<file path="config.mk">
export PLATFORM = sky130hd
export DESIGN_NAME = input_port_edge_irq
export DESIGN_NICKNAME = d
export VERILOG_FILES = /design/src/logic/port_in_pkg.sv /design/src/logic/edge_detect.sv /design/src/logic/input_port_edge_irq.sv /design/src/logic/pin_sync.sv
export SDC_FILE = /design/constraint.sdc
export NUM_CORES = 1
export LEC_CHECK = 0
export BUFFER_PORTS_ARGS = -buffer_cell sky130_fd_sc_hd__buf_2
export CORE_ASPECT_RATIO = 1.25
export CORE_MARGIN = 8
export CORE_UTILIZATION = 49
export CTS_CLUSTER_SIZE = 20
export DETAILED_ROUTE_END_ITERATION = 8
export PLACE_DENSITY_LB_ADDON = 0.25
export SLEW_MARGIN = 15
export SYNTH_ARGS = -nofsm -noshare
export SYNTH_HDL_FRONTEND = slang
export SYNTH_SLANG_ARGS = --single-unit
export TNS_END_PERCENT = 1
</file>
<file path="constraint.sdc">
create_clock -name ref_clk -period 1.5 [get_ports ref_clk]
set_input_delay 0.075 -clock ref_clk [delete_from_list [all_inputs] [get_ports ref_clk]]
set_output_delay 0.075 -clock ref_clk [all_outputs]
set_load 0.005 [all_outputs]
</file>
<file path="src/logic/port_in_pkg.sv">
// Constants and types shared by the input port design
package port_in_pkg;

  // ****************************************************
  // Register map
  // ****************************************************
  localparam logic [15:0] addr_edge_select_low  = 16'hf020;
  localparam logic [15:0] addr_edge_select_high = 16'hf021;
  localparam logic [15:0] addr_edge_sampling    = 16'hf022;
  localparam logic [15:0] addr_irq_status       = 16'hf024;
  localparam logic [15:0] addr_irq_mask         = 16'hf025;
  localparam logic [15:0] addr_pin_level        = 16'hf204;
  localparam logic [15:0] addr_pull_select_low  = 16'hf206;
  localparam logic [15:0] addr_pull_select_high = 16'hf207;

  // ****************************************************
  // Widths and reset values
  // ****************************************************
  localparam int          pin_count   = 4;
  localparam logic [7:0]  reg_reset   = 8'h00;
  localparam logic [3:0]  field_reset = 4'h0;
  localparam logic [15:0] word_zero   = 16'h0000;

  // ****************************************************
  // Encodings
  // ****************************************************
  typedef enum logic [1:0] {
    edge_off     = 2'b00,
    edge_falling = 2'b01,
    edge_rising  = 2'b10,
    edge_both    = 2'b11
  } edge_mode_t;

  typedef enum logic [1:0] {
    pull_none_a = 2'b00,
    pull_down   = 2'b01,
    pull_up     = 2'b10,
    pull_none_b = 2'b11
  } pull_mode_t;

endpackage : port_in_pkg

</file>
<file path="src/logic/edge_detect.sv">
// Edge detector for one pin, direct or on the slow sampling tick
`timescale 1ns/100ps
module edge_detect
  import port_in_pkg::*;
(
  // Clock and reset
  input  wire logic       ref_clk,
  input  wire logic       sys_rst,
  // Configuration
  input  wire logic [1:0] edge_mode,
  input  wire logic       sampled,
  input  wire logic       tick,
  // Level in, request out
  input  wire logic       level,
  output logic            irq_req
);

  logic       prev_direct;
  logic       sample;
  logic       prev_sample;
  logic       cur;
  logic       prev;
  logic       step;
  logic       next_irq_req;
  logic       tick_d;

  // Direct path compares consecutive synchronised values
  always_ff @(posedge ref_clk) begin
    if (sys_rst) begin
      prev_direct <= 1'b0;
    end else begin
      prev_direct <= level;
    end
  end

  // Sampled path registers the pin only on the tick
  always_ff @(posedge ref_clk) begin
    if (sys_rst) begin
      sample      <= 1'b0;
      prev_sample <= 1'b0;
    end else if (tick) begin
      sample      <= level;
      prev_sample <= sample;
    end
  end

  always_comb begin
    cur  = sampled ? sample : level;
    prev = sampled ? prev_sample : prev_direct;
    // New and old samples are both in place the cycle after a tick
    step = sampled ? tick_d : 1'b1;
    next_irq_req = 1'b0;
    case (edge_mode_t'(edge_mode))
      edge_falling: next_irq_req = prev & ~cur;
      edge_rising:  next_irq_req = ~prev & cur;
      edge_both:    next_irq_req = prev ^ cur;
      edge_off:     next_irq_req = 1'b0;
      default:      next_irq_req = 1'b0;
    endcase
    if (sampled && !step) begin
      next_irq_req = 1'b0;
    end
  end

  always_ff @(posedge ref_clk) begin
    if (sys_rst) begin
      tick_d <= 1'b0;
    end else begin
      tick_d <= tick;
    end
  end

  // One-cycle request pulse per detected edge
  always_ff @(posedge ref_clk) begin
    if (sys_rst) begin
      irq_req <= 1'b0;
    end else begin
      irq_req <= next_irq_req;
    end
  end

endmodule : edge_detect

</file>
<file path="src/logic/input_port_edge_irq.sv">
// Four-bit input port with pull control and edge interrupts
`timescale 1ns/100ps
module input_port_edge_irq
  import port_in_pkg::*;
(
  // Clock and reset
  input  wire logic                 ref_clk,
  input  wire logic                 sys_rst,
  // Register port
  input  wire logic [15:0]          reg_addr,
  input  wire logic [15:0]          reg_wdata,
  input  wire logic                 reg_wr,
  input  wire logic                 reg_rd,
  input  wire logic                 reg_word,
  output logic      [15:0]          reg_rdata,
  // Pins and pad controls
  input  wire logic [pin_count-1:0] input_pin,
  output logic      [pin_count-1:0] pull_up_en,
  output logic      [pin_count-1:0] pull_down_en,
  // Time base
  input  wire logic                 slow_tick_16k,
  input  wire logic                 stop_mode,
  // Requests and routed levels
  output logic                      pin0_irq_req,
  output logic                      pin1_irq_req,
  output logic                      pin2_irq_req,
  output logic                      pin3_irq_req,
  output logic                      irq,
  output logic      [1:0]           capture_trigger,
  output logic                      uart_rx_input
);

  // ****************************************************
  // Registers
  // ****************************************************
  logic [3:0]           edge_select_low_reg;
  logic [3:0]           edge_select_high_reg;
  logic [3:0]           edge_sampling_reg;
  logic [3:0]           pull_select_low_reg;
  logic [3:0]           pull_select_high_reg;
  logic [3:0]           irq_status;
  logic [3:0]           irq_mask;
  logic [pin_count-1:0] pin_level_bits;
  logic [pin_count-1:0] req;
  logic                 tick_live;
  logic                 status_read;
  logic [15:0]          next_rdata;

  assign status_read = reg_rd && reg_addr == addr_irq_status;

  // ****************************************************
  // Register writes
  // ****************************************************
  always_ff @(posedge ref_clk) begin
    if (sys_rst) begin
      edge_select_low_reg  <= field_reset;
      edge_select_high_reg <= field_reset;
      edge_sampling_reg    <= field_reset;
      irq_mask             <= field_reset;
    end else if (reg_wr) begin
      case (reg_addr)
        addr_edge_select_low:  edge_select_low_reg  <= reg_wdata[3:0];
        addr_edge_select_high: edge_select_high_reg <= reg_wdata[3:0];
        addr_edge_sampling:    edge_sampling_reg    <= reg_wdata[3:0];
        addr_irq_mask:         irq_mask             <= reg_wdata[3:0];
        default: ;
      endcase
    end
  end

  always_ff @(posedge ref_clk) begin
    if (sys_rst) begin
      pull_select_low_reg  <= field_reset;
      pull_select_high_reg <= field_reset;
    end else if (reg_wr) begin
      if (reg_addr == addr_pull_select_low) begin
        pull_select_low_reg <= reg_wdata[3:0];
        if (reg_word) begin
          pull_select_high_reg <= reg_wdata[11:8];
        end
      end else if (reg_addr == addr_pull_select_high) begin
        pull_select_high_reg <= reg_wdata[3:0];
      end
    end
  end

  // ****************************************************
  // Read path
  // ****************************************************
  always_comb begin
    next_rdata = word_zero;
    case (reg_addr)
      addr_edge_select_low:  next_rdata[3:0] = edge_select_low_reg;
      addr_edge_select_high: next_rdata[3:0] = edge_select_high_reg;
      addr_edge_sampling:    next_rdata[3:0] = edge_sampling_reg;
      addr_irq_status:       next_rdata[3:0] = irq_status;
      addr_irq_mask:         next_rdata[3:0] = irq_mask;
      addr_pin_level:        next_rdata[3:0] = pin_level_bits;
      addr_pull_select_low: begin
        next_rdata[3:0] = pull_select_low_reg;
        if (reg_word) begin
          next_rdata[11:8] = pull_select_high_reg;
        end
      end
      addr_pull_select_high: next_rdata[3:0] = pull_select_high_reg;
      default:               next_rdata = word_zero;
    endcase
  end

  always_ff @(posedge ref_clk) begin
    if (sys_rst) begin
      reg_rdata <= word_zero;
    end else if (reg_rd) begin
      reg_rdata <= next_rdata;
    end else begin
      reg_rdata <= word_zero;
    end
  end

  // ****************************************************
  // Pins and edge detection
  // ****************************************************
  pin_sync u_sync (
    .ref_clk        (ref_clk),
    .sys_rst        (sys_rst),
    .pin_raw        (input_pin),
    .pin_sync_level (pin_level_bits)
  );

  // Tick is ignored while stopped
  assign tick_live = slow_tick_16k & ~stop_mode;

  genvar g;
  generate
    for (g = 0; g < pin_count; g++) begin : g_pin
      edge_detect u_edge (
        .ref_clk   (ref_clk),
        .sys_rst   (sys_rst),
        .edge_mode ({edge_select_high_reg[g], edge_select_low_reg[g]}),
        .sampled   (edge_sampling_reg[g]),
        .tick      (tick_live),
        .level     (pin_level_bits[g]),
        .irq_req   (req[g])
      );

      // Pull decode
      always_ff @(posedge ref_clk) begin
        if (sys_rst) begin
          pull_up_en[g]   <= 1'b0;
          pull_down_en[g] <= 1'b0;
        end else begin
          pull_up_en[g]   <= pull_mode_t'({pull_select_high_reg[g],
                             pull_select_low_reg[g]}) == pull_up;
          pull_down_en[g] <= pull_mode_t'({pull_select_high_reg[g],
                             pull_select_low_reg[g]}) == pull_down;
        end
      end

      // Sticky status; a set wins over the read clear
      always_ff @(posedge ref_clk) begin
        if (sys_rst) begin
          irq_status[g] <= 1'b0;
        end else if (req[g]) begin
          irq_status[g] <= 1'b1;
        end else if (status_read) begin
          irq_status[g] <= 1'b0;
        end
      end
    end
  endgenerate

  // ****************************************************
  // Outputs
  // ****************************************************
  assign pin0_irq_req    = req[0];
  assign pin1_irq_req    = req[1];
  assign pin2_irq_req    = req[2];
  assign pin3_irq_req    = req[3];

  always_ff @(posedge ref_clk) begin
    if (sys_rst) begin
      irq             <= 1'b0;
      capture_trigger <= 2'b00;
      uart_rx_input   <= 1'b0;
    end else begin
      irq             <= |(irq_status & irq_mask);
      capture_trigger <= pin_level_bits[1:0];
      uart_rx_input   <= pin_level_bits[2];
    end
  end

endmodule : input_port_edge_irq

</file>
<file path="src/logic/pin_sync.sv">
// Three-stage synchroniser for the four input pins
`timescale 1ns/100ps
module pin_sync
  import port_in_pkg::*;
(
  // Clock and reset
  input  wire logic                 ref_clk,
  input  wire logic                 sys_rst,
  // Pins and synchronised level
  input  wire logic [pin_count-1:0] pin_raw,
  output logic      [pin_count-1:0] pin_sync_level
);

  logic [pin_count-1:0] stage1;
  logic [pin_count-1:0] stage2;
  logic [pin_count-1:0] stage3;

  always_ff @(posedge ref_clk) begin
    if (sys_rst) begin
      stage1 <= field_reset;
      stage2 <= field_reset;
      stage3 <= field_reset;
    end else begin
      stage1 <= pin_raw;
      stage2 <= stage1;
      stage3 <= stage2;
    end
  end

  // A change counts once the second and third stages agree
  genvar g;
  generate
    for (g = 0; g < pin_count; g++) begin : g_agree
      always_ff @(posedge ref_clk) begin
        if (sys_rst) begin
          pin_sync_level[g] <= 1'b0;
        end else if (stage2[g] == stage3[g]) begin
          pin_sync_level[g] <= stage3[g];
        end
      end
    end
  endgenerate

endmodule : pin_sync

</file>
==> qor.yml, run 1 <==
cp_max_fo: 3
clk_pin_slew_ns: 0.07
ys_types: 46
io_pins: 75
worst_setup_path_end_kind: "flip-flop"
nets: 512
vias_per_cell: 5.133
hold_viol: 0
hpwl_um: 6173
synthTopCellsByCount: "dfxtp_1 (78), a21oi_1 (30), mux2i_1 (30)"
grt_pass1_wl_um: 13360
status: "complete, but fails checks"
fin_worst_skew_ns: 0.006203
grt_pass1_vias: 2930
ys.flop_type: "dfxtp_1"
crit_type: "reg2reg"
synthArstFlopShare_pct: 0
detail-route-antenna-nets: 0
num_antenna_cells: 0
leakagePower_nw: 1.942
rsz0062_at_grt: "true"
yosys.area.top_type: "dfxtp_1"
arrival_ns: 1.77
start_util_pct: 50.18
routed_wl_um: 8007
finalSetupViolCount: 1
seq_area_frac_synth_pct: 45.15
die-area_mm2: 0.01002
synth_edf_count: 0
grt_start_max_net_pins: 22
required_ns: 1.75
yosysTopAreaCellShare_pct: 45.15
clock_path_buffers: 2
h-tree-depth: 3
synthTopCellsByArea: "dfxtp_1 (45%), mux2i_1 (8.7%), a21oi_1 (4.3%)"
setup_ws_ns: -0.02450
avgSynthCellArea_um2: 9.633
grt.total_usage_pct: 16.55
pre_cts_ws_ns: -0.1240
reg2reg_from: "edge_sampling_reg[1]"
multi_input_area_mm2: 0.001768
ys_warn_count: 0
drive_gt1_share_pct: 33.12
violations: "negative setup slack"
clk_latency_ns: 0.34
syn_inst: 359
wl_met2_um: 4130
ir_worst_vdd_mv: 0.7309
fill_cells: 617
first_iter_violations: 94
cts.sinks: 78
largest-register: "reg_rdata"
finalCritPeriodShare_pct: 101.6
drt-pass1-iter-count: 4
drt-met1-wl_um: 3268
ys_seq_elements: 78
crit_path_start_kind: "flip-flop"
rows: 34
regArea_mm2: 0.001572
antenna_found_initial: 0
maxSlewViolCount: 0
routed.top_layer: "met4"
power.total_mw: 3.686
hp-start: "reg_wdata[1]"
pwr_density_cell_mw_per_mm2: 843.6
wl_per_cell_um: 14.43
drc_errors: 0
synth_area_mm2: 0.003458
hold_class: "in2reg"
die_h_um: 109.9
cts_buffers: 9
io_buffers: 58
largest_reg_flops: 8
coreArea_mm2: 0.006892
startpoint: "edge_sampling_reg[1]"
period_needed_ns: 1.524
cap_violations: 0
max_freq_mhz: 656.0
fin_area_mm2: 0.004369
syn_to_final_growth_pct: 26.34
vias: 2849
wl_met3_um: 443
cts_tree: "built"
overflow: 0
cts_root_buf: "clkbuf_8"
synth.most_common_cell: "dfxtp_1"
postPlaceCellArea_mm2: 0.004096
fin_setup_tns_ns: -0.02450
dieWidth_um: 91.14
place.gp.congestion: 0.8879
[metrics by stage]
step	std cells	util, %	hold WS, ns
6_report	555	63.40	0.04887
5_1_grt	555	63.40	0.05154
4_1_cts	554	62.78	0.03376
3_5_place_dp	533	59.44	0.2941
3_3_place_gp	533	59.44	0.2852
2_1_floorplan	366	-	0.2032
[metal layers]
metal,vias up,global-route usage [%]
li1,1445,-
met1,1323,17.04
met2,68,30.84
met3,13,4.577
met4,0,7.386
met5,-,0
[cell type report]
cell class	instances	share of cell area [%]
multi-input combinational	250	40.46
sequential	78	35.97
timing repair buffer	111	16.27
clock buffer	11	3.236
tap	90	2.577
inverter	11	0.9450
clock inverter	4	0.5441
[critical path: stages, from the launching register on]
cell and delay (ns):
dfxtp_4 0.37, mux2i_2 0.22, inv_1 0.07, ha_1 0.29
nand2_1 0.07, o21ai_1 0.07, a2111oi_2 0.33
[layout by cell type, fill, tap and decap left out, types with 4 or more instances in the layout]
cell type	synthesis	routed
a211oi_1	4	4
a21oi_1	30	30
a22o_1	4	4
a22oi_1	8	8
and2_1	4	4
buf_2	5	58
buf_4	11	48
clkbuf_8	0	10
conb_1	1	8
dfxtp_1	78	74
dlygate4sd3_1	0	4
ha_1	8	8
inv_1	11	11
mux2_2	5	5
mux2i_1	30	27
nand2_1	28	28
nand3_1	7	7
nor2_1	29	29
nor2b_1	24	24
nor3_4	4	4
nor3b_1	10	10
o21ai_0	8	5
[report_power, final]
part	internal (mW)	switching [mW]	total (mW)
combinational	0.118	0.140	0.258
clock	0.631	0.711	1.34
sequential	2.08	0.00587	2.09
total	2.83	0.857	3.69
[timing repair]
item | in CTS | in global routing
resized for setup | 8 | 12
gates cloned | 0 | 0
pin swaps | 4 | 3
hold endpoints to repair | 4 | 0
hold buffers | 4 | 0
setup endpoints to repair | 4 | 4
setup buffers | 2 | 1
[worst paths after layout]
path                                           endpoint  slack (ns)  depth (start not counted)
worst min-delay path             pull_select_low_reg[1]        0.05                          3
worst max register to register  g_pin[1].u_edge.irq_req       -0.02                          6
worst min register to register         u_sync.stage2[0]        0.44                          1
worst max-delay path            g_pin[1].u_edge.irq_req       -0.02                          6
[cells by family after synthesis]
kind of cell / Yosys count / synth area share, %
other cells: 1 / 0.1084
mux: 35 / 10.31
simple gates: 133 / 23.88
buf+inv: 38 / 5.499
compound gates: 66 / 12.16
fa+ha+maj: 8 / 2.894
flops: 78 / 45.15
Power figures use the tool's default switching activity.
==> inputs of run 2 (changes only) <==
--- a/config.mk
+++ b/config.mk
@@ -6,6 +6,7 @@
 export NUM_CORES = 1
 export LEC_CHECK = 0
 export BUFFER_PORTS_ARGS = -buffer_cell sky130_fd_sc_hd__buf_2
+export CAP_MARGIN = 20
 export CORE_ASPECT_RATIO = 1.25
 export CORE_MARGIN = 8
 export CORE_UTILIZATION = 49
@@ -16,4 +17,4 @@
 export SYNTH_ARGS = -nofsm -noshare
 export SYNTH_HDL_FRONTEND = slang
 export SYNTH_SLANG_ARGS = --single-unit
-export TNS_END_PERCENT = 1
+export TNS_END_PERCENT = 100
==> run 2 against run 1 <==
Against the previous run: the run now ends clean; core utilization grew 0.16 points; critical endpoint is now g_pin[3].u_edge.irq_req; fmax grew 2.2%; largest cell class unchanged; largest power group unchanged; critical path depth is the same; clock power is essentially flat.
==> qor.yml, run 2 (synthesis gave the netlist of run 1 again) <==
status: "complete, no violations"
final_cells: 555
reg2regPathDepth: 6
overflow: 0
maxSlewViolCount: 0
hold_depth: 3
routed_wl_um: 8029
cpMaxStageDelayCell: "dfxtp_2"
arrival_ns: 1.74
syn_to_final_growth_pct: 26.66
layout_commonest_cell: "dfxtp_1"
die-area_mm2: 0.01002
clk_pin_slew_ns: 0.07
start_util_pct: 50.18
postPlaceCellArea_mm2: 0.004096
path_cells: "mux2i_1 -> inv_1 -> ha_1 -> nand2_1 -> o21ai_2 -> a2111oi_4"
wl_per_cell_um: 14.47
io_buffers: 58
io_pins: 75
finalSetupViolCount: 0
cp_top_family: "compound AO/OA/AOI/OAI gates"
whs_endpoint: "pull_select_low_reg[1]"
max_freq_mhz: 670.1
cts_buffers: 9
r2r-end: "g_pin[3].u_edge.irq_req"
coreArea_mm2: 0.006892
detail-route-antenna-nets: 0
hpwl_um: 6173
cp_max_fo: 3
hp-start: "reg_wdata[1]"
cts_tree: "built"
grt.total_usage_pct: 16.55
h-tree-depth: 3
pwr_density_cell_mw_per_mm2: 842.0
drive_gt1_share_pct: 33.12
grt_pass1_vias: 2930
ir_worst_vdd_mv: 0.7300
drc_errors: 0
grt_pass1_wl_um: 13360
reg2reg_from: "edge_sampling_reg[3]"
hold_class: "in2reg"
hold_viol: 0
leakagePower_nw: 1.942
required_ns: 1.74
clock_path_buffers: 2
period_needed_ns: 1.492
place.gp.congestion: 0.8879
crit_path_start_kind: "flip-flop"
reg2reg_setup_slack_ns: 0.008
dieWidth_um: 91.14
drt-pass1-iter-count: 5
antenna_found_initial: 0
hold_ws_ns: 0.04943
fill_cells: 621
vias_per_cell: 5.171
fin_setup_tns_ns: 0
clk_latency_ns: 0.34
placedCellCount: 533
nets: 512
cp_num_buf_inv: 1
rows: 34
die_h_um: 109.9
crit_type: "reg2reg"
first_iter_violations: 96
cts_root_buf: "clkbuf_8"
fin_area_mm2: 0.004380
largest_reg_flops: 8
final_core_util_pct: 63.56
num_antenna_cells: 0
worst_setup_path_end_kind: "flip-flop"
critPathMaxStageDelay_ns: 0.36
vias: 2870
grt_start_max_net_pins: 22
rsz0062_at_grt: "true"
largest-register: "reg_rdata"
finalCritPeriodShare_pct: 99.49
cts.sinks: 78
layout_common_cells: "dfxtp_1 (74), buf_2 (58), buf_4 (48)"
cap_violations: 0
fin_worst_skew_ns: 0.005611
run 2: cell type report:
| type | count | area [um2] | area share [%] |
|---|---|---|---|
| clock buffer | 11 | 141.4 | 3.228 |
| clock inverter | 4 | 23.77 | 0.5427 |
| inverter | 11 | 41.29 | 0.9426 |
| multi-input combinational | 250 | 1779 | 40.62 |
| sequential | 78 | 1572 | 35.88 |
| tap | 90 | 112.6 | 2.571 |
| timing repair buffer | 111 | 710.7 | 16.22 |
run 2: report_power, final:
part           switching, mW  total [mW]  internal, mW
sequential           0.00591        2.09          2.08
clock                  0.712        1.34         0.632
combinational          0.141       0.259         0.118
run 2: timing repair:
action,CTS,global route
pin swaps,4,2
hold buffers,4,0
buffers inserted,2,1
endpoints found under the setup margin,4,4
gates resized for setup,8,13
hold endpoints to repair,4,0
run 2: worst max-delay path by stage:
stage | slack [ns] | end | depth (start not counted) | startpoint
floorplan | 0.02 | g_pin[3].u_edge.irq_req | 6 | edge_sampling_reg[3]
global placement | -0.06 | g_pin[3].u_edge.irq_req | 6 | edge_sampling_reg[3]
detailed placement | -0.12 | g_pin[3].u_edge.irq_req | 6 | edge_sampling_reg[3]
CTS | -0.02 | g_pin[3].u_edge.irq_req | 6 | edge_sampling_reg[3]
global route | -0.11 | g_pin[3].u_edge.irq_req | 6 | edge_sampling_reg[3]
finish | 0.008 | g_pin[3].u_edge.irq_req | 6 | edge_sampling_reg[3]
run 2: worst reg2reg max path: cells and delay by family, from the launching register on:
kind,cells,cell delay [ns]
AOI/OAI and AO/OA,2,0.41
DFF,1,0.36
adders and majority gates,1,0.27
muxes,1,0.22
and+or+nand+nor,1,0.08
buffers and inverters,1,0.06
run 2: metrics by stage:
| stage | total power [mW] | worst slack, ns |
|---|---|---|
| after floorplan | 2.270 | 0.01769 |
| after global placement | 2.381 | -0.05765 |
| after detailed placement | 2.386 | -0.1240 |
| after CTS | 3.717 | -0.02416 |
| after global routing | 3.826 | -0.1068 |
| final | 3.688 | 0.007666 |
run 2: per-layer routing:
layer  track usage [%]  part of all wire [%]  vias up
met5                 0                     0        -
met4             7.386                   2.1        0
met3             4.577                   4.6       13
met2             30.84                    52       61
met1             17.04                    42     1351
li1                  -                     -     1445
==> inputs of run 3 (changes only) <==
--- a/config.mk
+++ b/config.mk
@@ -7,7 +7,7 @@
 export LEC_CHECK = 0
 export BUFFER_PORTS_ARGS = -buffer_cell sky130_fd_sc_hd__buf_2
 export CAP_MARGIN = 20
-export CORE_ASPECT_RATIO = 1.25
+export CORE_ASPECT_RATIO = 1.75
 export CORE_MARGIN = 8
 export CORE_UTILIZATION = 49
 export CTS_CLUSTER_SIZE = 20
==> run 3 against run 2 <==
Against the previous run: the flow now finishes with violations (negative setup slack); global-route usage rose by 0.53 points; hold slack improved by 0.0081 ns; sequential cell count did not move; fmax fell by 2.7%; sequential share of layout area decreased by 0.65 points; via count grew 1.3%; sequential power barely moved; final area is 1.9% higher; wire length rose by 5.9%; die area rose by 0.89%; clock power up 49%; critical endpoint is now g_pin[2].u_edge.irq_req.
==> qor.yml, run 3 (synthesis gave the netlist of run 1 again) <==
fin_worst_skew_ns: 0.005062
grt.total_usage_pct: 17.08
vias_per_cell: 5.355
io_buffers: 58
fin_area_mm2: 0.004462
coreArea_mm2: 0.006857
cpMaxStageDelayCell: "a2111oi_0"
power.total_mw: 4.341
grt_start_max_net_pins: 37
die_h_um: 127.1
violations: "negative setup slack"
vias: 2908
fin_setup_tns_ns: -0.04747
layout_common_cells: "dfxtp_1 (74), buf_2 (58), buf_4 (39)"
worst_setup_path_end_kind: "flip-flop"
clk_latency_ns: 0.33
cts_tree: "built"
cap_violations: 0
path_cells: "mux2i_2 -> ha_4 -> nand2_1 -> o21ai_1 -> a2111oi_0"
drt-pass1-iter-count: 5
rsz0062_at_grt: "true"
critPathMaxStageDelay_ns: 0.38
cts_root_buf: "clkbuf_16"
die-area_mm2: 0.01011
cts_buffers: 9
hold_viol: 0
pwr-share-clk_pct: 46.0
first_iter_violations: 157
ir_worst_vdd_mv: 0.9848
finalSetupViolCount: 3
drc_errors: 0
largest-register: "reg_rdata"
io_pins: 75
internal_power_mw: 3.405
max_freq_mhz: 652.1
wl_per_cell_um: 15.65
p_switching_uw: 936.6
comb_power_share_pct: 5.8
hpwl_um: 6342
detail-route-antenna-nets: 0
postPlaceCellArea_mm2: 0.004061
crit_type: "reg2reg"
num_antenna_cells: 0
largest_reg_flops: 8
grt_pass1_vias: 3041
clock_path_buffers: 2
cp_num_buf_inv: 0
place.gp.congestion: 0.9159
rows: 40
setup_ws_ns: -0.03360
cp_max_fo: 4
dieWidth_um: 79.51
overflow: 0
pwr_density_cell_mw_per_mm2: 973.0
clk_pin_slew_ns: 0.06
power_frac_seq_pct: 48.1
reg2reg_setup_slack_ns: -0.03
h-tree-depth: 3
swShare_pct: 21.57
pre_cts_ws_ns: -0.1627
maxSlewViolCount: 0
antenna_found_initial: 0
hold_class: "in2reg"
status: "complete, but fails checks"
arrival_ns: 1.74
finalCritPeriodShare_pct: 102.2
grt_pass1_wl_um: 13700
required_ns: 1.71
crit_path_start_kind: "flip-flop"
cts.sinks: 78
layout_commonest_cell: "dfxtp_1"
cp_top_family: "compound AO/OA/AOI/OAI gates"
nets: 505
start_util_pct: 50.44
drive_gt1_share_pct: 32.24
routed_wl_um: 8499
syn_to_final_growth_pct: 29.02
leakagePower_nw: 1.966
period_needed_ns: 1.534
## run 3: routing by layer
metal  wire length, um  global-route usage, %  vias to the layer above
met5                 0                      0                        -
met2              4679                  30.76                       79
li1                  -                      -                     1436
met3               415                  4.565                       24
met1              3107                  15.88                     1369
met4               297                  11.96                        0
## run 3: repair_timing
action	4_1_cts	5_1_grt
pin swaps	5	2
buffers inserted	2	1
endpoints found under the setup margin	4	4
hold buffers	4	0
gates cloned	0	0
endpoints found under the hold margin	4	0
gates resized for setup	9	11
## run 3: worst paths after layout
path,start,cells past startpoint,end
setup / recovery,edge_sampling_reg[2],5,g_pin[2].u_edge.irq_req
setup reg to reg,edge_sampling_reg[2],5,g_pin[2].u_edge.irq_req
hold / removal,reg_wdata[2],3,pull_select_low_reg[2]
hold reg to reg,u_sync.stage1[0],1,u_sync.stage2[0]
## run 3: per-stage QoR
step                utilization (%)  hold slack [ns]  std cells
detailed placement            59.23           0.2952        520
global route                  65.07          0.07261        543
global placement              59.23           0.2874        520
finish                        65.07          0.05755        543
CTS                           64.29          0.04993        542
floorplan                         -           0.2032        366
## run 3: cell type report
class	count	area (um2)
clock inverters	3	18.77
fillers	542	2395
clock buffers	13	260.3
inverters	11	41.29
flip-flops and latches	78	1572
well taps	84	105.1
repair buffers	104	683.2
multi-input cells	250	1782
## run 3: power groups by stage
stage | registers (mW) | logic [mW] | clock network, mW
after floorplan | 2.14 | 0.133 | 0
after global placement | 2.14 | 0.240 | 0
after detailed placement | 2.14 | 0.242 | 0
after CTS | 2.09 | 0.252 | 2.04
after global routing | 2.09 | 0.275 | 2.14
final | 2.09 | 0.254 | 2.00
## run 3: worst register-to-register path, stage by stage, from the launching register on
cell and delay [ns]:
dfxtp_4 0.37, mux2i_2 0.29, ha_4 0.24, nand2_1 0.07
o21ai_1 0.07, a2111oi_0 0.38
